--- src/erc_pkg.sv ---
package erc_pkg;

   // device operating modes as seen by this block
   typedef enum logic [5:0] {
      MODE_INIT      = 6'h01,
      MODE_NORMAL    = 6'h02,
      MODE_STOP      = 6'h04,
      MODE_SLEEP     = 6'h08,
      MODE_RESTART   = 6'h10,
      MODE_FAIL_SAFE = 6'h20
   } erc_mode_e;

   // configuration lock state, one-hot
   typedef enum logic [2:0] {
      CFG_NONE       = 3'h1,
      CFG_STANDALONE = 3'h2,
      CFG_LOAD_SHARE = 3'h4
   } erc_cfg_e;

   // reset values of the held control state
   localparam logic RST_REG_ENABLE = 1'b0;
   localparam logic RST_HIGH_POWER = 1'b0;
   localparam logic RST_OC_FLAG = 1'b0;
   localparam logic RST_UV_FLAG = 1'b0;
   localparam logic RST_FAIL_FLAG = 1'b0;

   // output voltage code: 0 selects 3.3 V, 1 selects 1.8 V
   localparam logic VSEL_3V3 = 1'b0;
   localparam logic VSEL_1V8 = 1'b1;

endpackage : erc_pkg

--- src/erc_ctrl.sv ---
// Functional notes
// - on-bit in normal, share zero: lock standalone
// - first share-bit set locks load share
// - chosen configuration fixed until power removed
// - standalone voltage bit picks 3.3/1.8; share ignores
// - standalone off in init/failsafe, held elsewhere
// - load share follows main regulator per mode
// - stop disables sharing unless stay-in-stop set
// - change after share lock sets spi fail
// - standalone keeps on/off control, no fail
// - standalone overcurrent: limit, set clearable flag
// - load share never sets overcurrent flag
// - standalone reports undervoltage in status bit
// - load share: no undervoltage, off in failsafe
// - battery undervoltage switches off unless keep-on
// - stop uses low power, high power on threshold
// - normal mode runs high power regulator only
module erc_ctrl (
   input wire logic clk,
   input wire logic sys_rst,
   input wire logic por_rst,
   input wire erc_pkg::erc_mode_e mode,
   input wire logic aux_reg_on,
   input wire logic load_share_select,
   input wire logic aux_voltage_select,
   input wire logic load_share_stay_in_stop,
   input wire logic keep_on_at_supply_uv,
   input wire logic ctrl_write,
   input wire logic oc_flag_clear,
   input wire logic uv_flag_clear,
   input wire logic fail_flag_clear,
   input wire logic main_reg_on,
   input wire logic shunt_limit_pin,
   input wire logic output_uv_pin,
   input wire logic battery_uv_pin,
   input wire logic base_above_rise_pin,
   input wire logic base_below_fall_pin,
   output logic aux_enable_q,
   output logic high_power_en_q,
   output logic low_power_en_q,
   output logic current_limit_q,
   output logic aux_voltage_q,
   output logic cfg_standalone_q,
   output logic cfg_load_share_q,
   output logic aux_overcurrent_flag_q,
   output logic aux_undervoltage_flag_q,
   output logic spi_fail_q
);

   ////////////////////////////////////////////////////////////////////////////
   // pin synchronisers: analog comparators arrive asynchronously
   ////////////////////////////////////////////////////////////////////////////

   localparam int NSYNC = 5;
   logic [NSYNC-1:0] pin_raw; // raw comparator levels
   logic [NSYNC-1:0] pin_m_q; // first stage, read by second only
   logic [NSYNC-1:0] pin_s_q; // synchronised levels

   assign pin_raw = {base_below_fall_pin, base_above_rise_pin, battery_uv_pin,
                     output_uv_pin, shunt_limit_pin};

   genvar gi;
   generate
      for (gi = 0; gi < NSYNC; gi++) begin : g_sync
         // two flops per pin
         always_ff @(posedge clk) begin
            if (sys_rst) begin
               pin_m_q[gi] <= 1'b0;
               pin_s_q[gi] <= 1'b0;
            end else begin
               pin_m_q[gi] <= pin_raw[gi];
               pin_s_q[gi] <= pin_m_q[gi];
            end
         end
      end
   endgenerate

   logic shunt_hit; // shunt threshold reached
   logic out_uv; // aux output below its threshold
   logic batt_uv; // battery below its threshold
   logic base_rise; // base current above rising threshold
   logic base_fall; // base current below falling threshold

   assign shunt_hit = pin_s_q[0];
   assign out_uv = pin_s_q[1];
   assign batt_uv = pin_s_q[2];
   assign base_rise = pin_s_q[3];
   assign base_fall = pin_s_q[4];

   ////////////////////////////////////////////////////////////////////////////
   // configuration lock
   ////////////////////////////////////////////////////////////////////////////

   erc_pkg::erc_cfg_e cfg_q; // lock state
   logic share_stored_q; // set once load share locks, cleared only by power-on reset

   // only power-on reset clears the lock; soft reset and mode changes leave it
   always_ff @(posedge clk) begin
      if (por_rst) begin
         cfg_q <= erc_pkg::CFG_NONE;
      end else begin
         case (cfg_q)
            erc_pkg::CFG_NONE: begin
               if (ctrl_write && load_share_select) begin
                  cfg_q <= erc_pkg::CFG_LOAD_SHARE;
               end else if (ctrl_write && aux_reg_on &&
                            mode == erc_pkg::MODE_NORMAL) begin
                  cfg_q <= erc_pkg::CFG_STANDALONE;
               end
            end
            // locked states never leave until power goes away
            erc_pkg::CFG_STANDALONE: cfg_q <= erc_pkg::CFG_STANDALONE;
            erc_pkg::CFG_LOAD_SHARE: cfg_q <= erc_pkg::CFG_LOAD_SHARE;
            default: cfg_q <= erc_pkg::CFG_NONE;
         endcase
      end
   end

   // share bit is latched once and never cleared while powered
   always_ff @(posedge clk) begin
      if (por_rst) begin
         share_stored_q <= 1'b0;
      end else if (cfg_q == erc_pkg::CFG_LOAD_SHARE) begin
         share_stored_q <= 1'b1;
      end
   end

   logic is_sa; // standalone locked
   logic is_ls; // load share locked
   assign is_sa = (cfg_q == erc_pkg::CFG_STANDALONE);
   assign is_ls = (cfg_q == erc_pkg::CFG_LOAD_SHARE);

   // decoded configuration, registered for clean outputs
   always_ff @(posedge clk) begin
      if (por_rst) begin
         cfg_standalone_q <= 1'b0;
         cfg_load_share_q <= 1'b0;
      end else begin
         cfg_standalone_q <= is_sa;
         cfg_load_share_q <= is_ls;
      end
   end

   ////////////////////////////////////////////////////////////////////////////
   // failure flag on illegal configuration change
   ////////////////////////////////////////////////////////////////////////////

   logic bad_change; // write tries to leave load share
   // in load share the on-bit has no function, so writing it or dropping share
   // is a change attempt; standalone attempts are silently ignored
   assign bad_change = ctrl_write && is_ls && (aux_reg_on || !load_share_select);

   // set wins over clear
   always_ff @(posedge clk) begin
      if (sys_rst) begin
         spi_fail_q <= erc_pkg::RST_FAIL_FLAG;
      end else if (bad_change) begin
         spi_fail_q <= 1'b1;
      end else if (fail_flag_clear) begin
         spi_fail_q <= 1'b0;
      end
   end

   ////////////////////////////////////////////////////////////////////////////
   // standalone on/off request and voltage
   ////////////////////////////////////////////////////////////////////////////

   logic sa_on_q; // software on request, standalone
   logic sa_vsel_q; // latched voltage select

   // software control only in normal mode; held in stop, sleep, restart
   always_ff @(posedge clk) begin
      if (sys_rst) begin
         sa_on_q <= erc_pkg::RST_REG_ENABLE;
         sa_vsel_q <= erc_pkg::VSEL_3V3;
      end else if (mode == erc_pkg::MODE_INIT || mode == erc_pkg::MODE_FAIL_SAFE) begin
         sa_on_q <= 1'b0;
      end else if (ctrl_write && mode == erc_pkg::MODE_NORMAL && !is_ls &&
                   !(cfg_q == erc_pkg::CFG_NONE && load_share_select)) begin
         sa_on_q <= aux_reg_on;
         sa_vsel_q <= aux_voltage_select;
      end
   end
   // soft reset drops the on request, so software must switch on again after it

   // voltage bit applies only to standalone; share runs at main level
   always_ff @(posedge clk) begin
      if (sys_rst) begin
         aux_voltage_q <= erc_pkg::VSEL_3V3;
      end else begin
         aux_voltage_q <= is_sa ? sa_vsel_q : erc_pkg::VSEL_3V3;
      end
   end

   ////////////////////////////////////////////////////////////////////////////
   // enable by mode and configuration
   ////////////////////////////////////////////////////////////////////////////

   logic mode_en; // enable before supply undervoltage gating
   // restart ignores main_reg_on: the main regulator is itself on or ramping then
   always_comb begin
      mode_en = 1'b0;
      if (is_sa) begin
         mode_en = sa_on_q;
      end else if (is_ls) begin
         case (mode)
            erc_pkg::MODE_NORMAL: mode_en = share_stored_q && main_reg_on;
            erc_pkg::MODE_RESTART: mode_en = 1'b1;
            erc_pkg::MODE_STOP: mode_en = load_share_stay_in_stop;
            erc_pkg::MODE_FAIL_SAFE: mode_en = 1'b0;
            default: mode_en = 1'b0;
         endcase
      end
   end

   // battery undervoltage forces off and releases automatically on recovery
   always_ff @(posedge clk) begin
      if (sys_rst) begin
         aux_enable_q <= erc_pkg::RST_REG_ENABLE;
      end else begin
         aux_enable_q <= mode_en && (!batt_uv || keep_on_at_supply_uv);
      end
   end

   ////////////////////////////////////////////////////////////////////////////
   // low / high power regulator selection
   ////////////////////////////////////////////////////////////////////////////

   logic hp_stop_q; // high power engaged during stop

   // hysteresis between rising and falling base-current thresholds
   always_ff @(posedge clk) begin
      if (sys_rst) begin
         hp_stop_q <= erc_pkg::RST_HIGH_POWER;
      end else if (mode != erc_pkg::MODE_STOP) begin
         hp_stop_q <= 1'b0;
      end else if (base_rise) begin
         hp_stop_q <= 1'b1;
      end else if (base_fall) begin
         hp_stop_q <= 1'b0;
      end
   end

   // normal mode: high power only; stop: low power plus optional high power
   always_ff @(posedge clk) begin
      if (sys_rst) begin
         high_power_en_q <= erc_pkg::RST_HIGH_POWER;
         low_power_en_q <= 1'b0;
      end else if (!mode_en || (batt_uv && !keep_on_at_supply_uv)) begin
         high_power_en_q <= 1'b0;
         low_power_en_q <= 1'b0;
      end else if (mode == erc_pkg::MODE_STOP) begin
         high_power_en_q <= hp_stop_q;
         low_power_en_q <= 1'b1;
      end else begin
         high_power_en_q <= 1'b1;
         low_power_en_q <= 1'b0;
      end
   end

   ////////////////////////////////////////////////////////////////////////////
   // protection flags
   ////////////////////////////////////////////////////////////////////////////

   // current limit acts only in standalone; in load share the shunt sets ratio
   always_ff @(posedge clk) begin
      if (sys_rst) begin
         current_limit_q <= 1'b0;
      end else begin
         current_limit_q <= is_sa && aux_enable_q && shunt_hit;
      end
   end

   // clear is refused while the overcurrent condition persists (set wins)
   always_ff @(posedge clk) begin
      if (sys_rst) begin
         aux_overcurrent_flag_q <= erc_pkg::RST_OC_FLAG;
      end else if (is_sa && aux_enable_q && shunt_hit) begin
         aux_overcurrent_flag_q <= 1'b1;
      end else if (oc_flag_clear || is_ls) begin
         aux_overcurrent_flag_q <= 1'b0;
      end
   end

   // undervoltage monitoring enabled in standalone only
   always_ff @(posedge clk) begin
      if (sys_rst) begin
         aux_undervoltage_flag_q <= erc_pkg::RST_UV_FLAG;
      end else if (is_sa && aux_enable_q && out_uv) begin
         aux_undervoltage_flag_q <= 1'b1;
      end else if (uv_flag_clear || is_ls) begin
         aux_undervoltage_flag_q <= 1'b0;
      end
   end

endmodule : erc_ctrl

--- config.mk ---
export PLATFORM = sky130hd
export DESIGN_NAME = erc_ctrl
export DESIGN_NICKNAME = d
export VERILOG_FILES = /design/src/erc_pkg.sv /design/src/erc_ctrl.sv
export SDC_FILE = /design/constraint.sdc
export NUM_CORES = 1
export LEC_CHECK = 0
export BUFFER_PORTS_ARGS = -buffer_cell sky130_fd_sc_hd__buf_2
export CORE_ASPECT_RATIO = 1.4
export CORE_MARGIN = 5
export CORE_UTILIZATION = 40
export CTS_BUF_LIST = sky130_fd_sc_hd__clkbuf_16
export CTS_CLUSTER_SIZE = 25
export DETAILED_ROUTE_END_ITERATION = 16
export PLACE_DENSITY = 0.68
export SYNTH_ARGS = -nofsm -noshare
export SYNTH_HDL_FRONTEND = slang
export SYNTH_SLANG_ARGS = --single-unit
--- constraint.sdc ---
create_clock -name clk -period 1.2 [get_ports clk]
set_input_delay 0.24 -clock clk [delete_from_list [all_inputs] [get_ports clk]]
set_output_delay 0.24 -clock clk [all_outputs]
set_load 0.05 [all_outputs]
==> flow_summary.json <==
{
  "antenna_found_initial": 0,
  "required_ps": 1380,
  "postSynthRegisterBits": 27,
  "dieHeight_um": 71.87,
  "timing.critical_path.slowest_stage_cell": "dfxtp_4",
  "whs_path_depth": 2,
  "layout_min_cycle_time_ps": 1235,
  "dominant_combinational_cell_family_by_area_after_synthesis": "simple AND/OR/NAND/NOR gates",
  "postSynthNetCount": 129,
  "reg2reg_slack_ps": -40,
  "delay_of_the_slowest_critical_path_stage_ps": 380,
  "detail_route.wl_per_cell_um": 12.99,
  "drc_violation_total_after_the_first_tritonroute_iteration": 14,
  "proportion_of_layout_cells_with_a_drive_suffix_above_1_pct": 44.87,
  "synth_top_area_share_pct": 49.43,
  "post_synth_and_or_nand_nor_area_fraction_pct": 30.32,
  "setup.worst_path.start_class": "flop",
  "place_hpwl_um": 1916,
  "routed_length_on_met2_um": 1403,
  "grt_start_max_net_pins": 15,
  "final_slew_violations": 0,
  "syn_inst": 105,
  "worst_path_dominant_cell_family": "simple AND/OR/NAND/NOR gates",
  "globalRouteTotalUtil_pct": 14.41,
  "design.core.area_um2": 2615,
  "die_x_um": 54.19,
  "top_level_ports": 34,
  "detailed_routing_iterations_pass_1": 4,
  "irDropWorstVdd_mv": 0.9524,
  "grt_pass1_wl_um": 4174,
  "p_leak_nw": 0.6530,
  "synthDominantAreaCellType": "dfxtp_1",
  "worst_hold_path.endpoint": "pin_m_q[2]",
  "failed_checks": "setup timing",
  "r2r-start": "cfg_q[2]",
  "synth_seq_area_share_pct": 49.43,
  "grt_setup_unrepaired": "true",
  "worst_hold_path_type": "in -> reg",
  "cts_sinks": 27,
  "fin_tns_setup_ps": -83.63,
  "timing.final.hold_violations": 0,
  "global_route.overflow_total": 0,
  "post_layout_nonfiller_instances": 192,
  "worst_slew_pin_slew_ps": 358.4,
  "tritoncts.num_buffers": 3,
  "critical_path.cell_chain": "and4bb_1 -> nor4b_4 -> mux2i_1",
  "h-tree-depth": 1,
  "via_count": 947,
  "cp_num_buf_inv": 0,
  "routed_metal_1_wire_length_um": 943,
  "synth.cell_area_um2": 1094,
  "final_net_count": 181,
  "cts_max_path_buffers": 2,
  "drt_wirelength_um": 2495,
  "period_share_pct": 102.9,
  "synth_fa_ha_area_share_pct": 0,
  "highest_layer": "met4",
  "postSynthAreaPerCell_um2": 10.41,
  "first_global_vias": 992,
  "yosys_warnings": 0,
  "drt-vias-per-instance": 4.932,
  "fin_worst_skew_ps": 2.920,
  "synth.area.mux_share_pct": 1.831,
  "n_antenna_cell": 0,
  "r2r_endpoint": "sa_on_q",
  "crit_path_max_fanout": 7,
  "setup_viol_count_final": 5,
  "number_of_distinct_standard_cells_referenced_by_the_synthesized_netlist": 40,
  "place.gp.congestion": 0.8203,
  "synth_xor_area_share_pct": 1.602,
  "dieArea_um2": 3894,
  "nFillCells": 241,
  "registers_with_the_most_flip_flops": "pin_m_q: 5 flops, cfg_q: 3 flops",
  "std_cell_rows": 22,
  "drc": 0,
  "max_cap_viol_count": 0,
  "syn_to_final_growth_pct": 40.73,
  "achievable-frequency_mhz": 809.5,
  "power_per_cell_area_nw_per_um2": 1168,
  "clk_transition_reported_paths_ps": 60,
  "place.port_buffers": 33,
  "detailroute.wirelength.met3_um": 101,
  "root_buffer": "clkbuf_16",
  "setup_ws_ps": -35.37,
  "tritoncts": "yes",
  "largest_register_ff_count": 5,
  "initial_utilization_pct": 41.82,
  "slew_headroom_pct": 76.08,
  "insertion_delay_ps": 250,
  "timing.hold.worst.start": "battery_uv_pin",
  "synth-compound-area-share_pct": 12.36,
  "critPathArrivalTime_ps": 1420,
  "drtAntennaViolNets": 0,
  "worst-setup-path-type": "reg -> reg",
  "synth.area.top_cells": "dfxtp_1 (49%), nor2b_1 (6.9%), nor2_1 (3.4%), a211oi_2 (2.3%), and4bb_1 (2.3%)",
  "largest-register": "pin_m_q",
  "status": "finished, violations left",
  "placed_cells_incl_taps": 184,
  "endpoint_kind": "flop",
  "reg2regPathDepth": 3
}
==> worst max path at each step <==
| stage | to | slack (ps) | start | depth (start not counted) |
|---|---|---|---|---|
| finish | sa_on_q | -40 | cfg_q[2] | 3 |
| global route | sa_on_q | -110 | cfg_q[2] | 3 |
| CTS | sa_on_q | -50 | cfg_q[1] | 3 |
| detailed placement | sa_on_q | -180 | cfg_q[1] | 3 |
| global placement | sa_on_q | -140 | mode[0] | 4 |
| floorplan | low_power_en_q | 30 | cfg_q[2] | 4 |
==> layout by cell type, fill, tap and decap left out, types with 2 or more instances in the layout <==
master     count
and4bb_1       2
mux2i_1        2
inv_1          6
clkbuf_16      3
nor2b_1       12
a21oi_1        2
nor2_2         2
nand2_1        6
o211ai_1       2
nor3_1         3
buf_6          4
nor2_1         7
a211oi_2       2
buf_2         33
dfxtp_4        3
buf_4         13
dfxtp_1       24
and4b_1        2
==> report_power, final <==
group / switching [W] / total, W / internal (W)
Combinational: 0.0000759 / 0.000162 / 0.0000860
Sequential: 0.0000104 / 0.000922 / 0.000912
Clock: 0.000269 / 0.000714 / 0.000445
Total: 0.000356 / 0.00180 / 0.00144
==> cell families after synthesis <==
group                     count (synthesis)
AOI/OAI and AO/OA                        16
and+or+nand+nor                          49
buffers and inverters                     9
xor gates and xnor gates                  2
DFF                                      27
muxes                                     2
==> stage by stage <==
stage	power (W)	hold WS, ps	worst slack [ps]	util, %	area [um^2]
global route	0.001892	209.4	-107.6	58.85	1539
detailed placement	0.001100	427.8	-177.4	52.58	1375
finish	0.001798	194.4	-35.37	58.85	1539
CTS	0.001821	194.6	-46.51	57.18	1495
global placement	0.001095	419.3	-137.3	52.58	1375
floorplan	0.001010	304.6	32.14	-	1094
==> area by class of cell <==
class / instances / area [um^2] / share of cell area (%)
multi-input combinational: 69 / 533.0 / 34.63
sequential: 27 / 551.8 / 35.85
clock buffer: 3 / 75.07 / 4.878
tap: 36 / 45.04 / 2.927
clock inverter: 1 / 3.754 / 0.2439
timing repair buffer: 50 / 307.8 / 20.00
inverter: 6 / 22.52 / 1.463
==> Yosys cell counts, drive strengths merged <==
| library cell | count |
|---|---|
| nor3 | 3 |
| or3 | 1 |
| mux2i | 2 |
| nand3 | 1 |
| nor4 | 1 |
| nor2 | 10 |
| a311o | 1 |
| nor4b | 2 |
| xnor2 | 1 |
| and4bb | 2 |
| nor3b | 2 |
| a41oi | 1 |
| a32oi | 1 |
| dfxtp | 27 |
| inv | 6 |
| o32a | 1 |
| or4 | 1 |
| nor2b | 12 |
| a31o | 1 |
| nand2 | 6 |
| o21ai | 1 |
| a211oi | 3 |
| xor2 | 1 |
| nand4 | 1 |
| o221ai | 1 |
| and4b | 2 |
| clkbuf | 1 |
| o22ai | 1 |
| nand4b | 1 |
| and3 | 1 |
| or3b | 1 |
| buf | 2 |
| nand2b | 1 |
| o211ai | 2 |
| nand3b | 1 |
| a21oi | 3 |
==> repair_timing <==
item                                    CTS  global route
pin swaps                                 5             4
endpoints found under the setup margin   13            13
setup buffers                             2             2
hold buffers                              0             0
resized for setup                        10             7
==> per-layer routing <==
| metal | vias to the layer above | GRT usage [%] |
|---|---|---|
| met2 | 20 | 25.57 |
| met3 | 5 | 2.911 |
| met5 | - | 0 |
| met1 | 447 | 15.70 |
| li1 | 475 | - |
| met4 | 0 | 6.371 |
==> worst reg2reg max path: stages (launching register included) <==
cell and delay (ps):
dfxtp_4 380, and4bb_1 240, nor4b_4 300, mux2i_1 240
(Power assumes the default switching activity.)
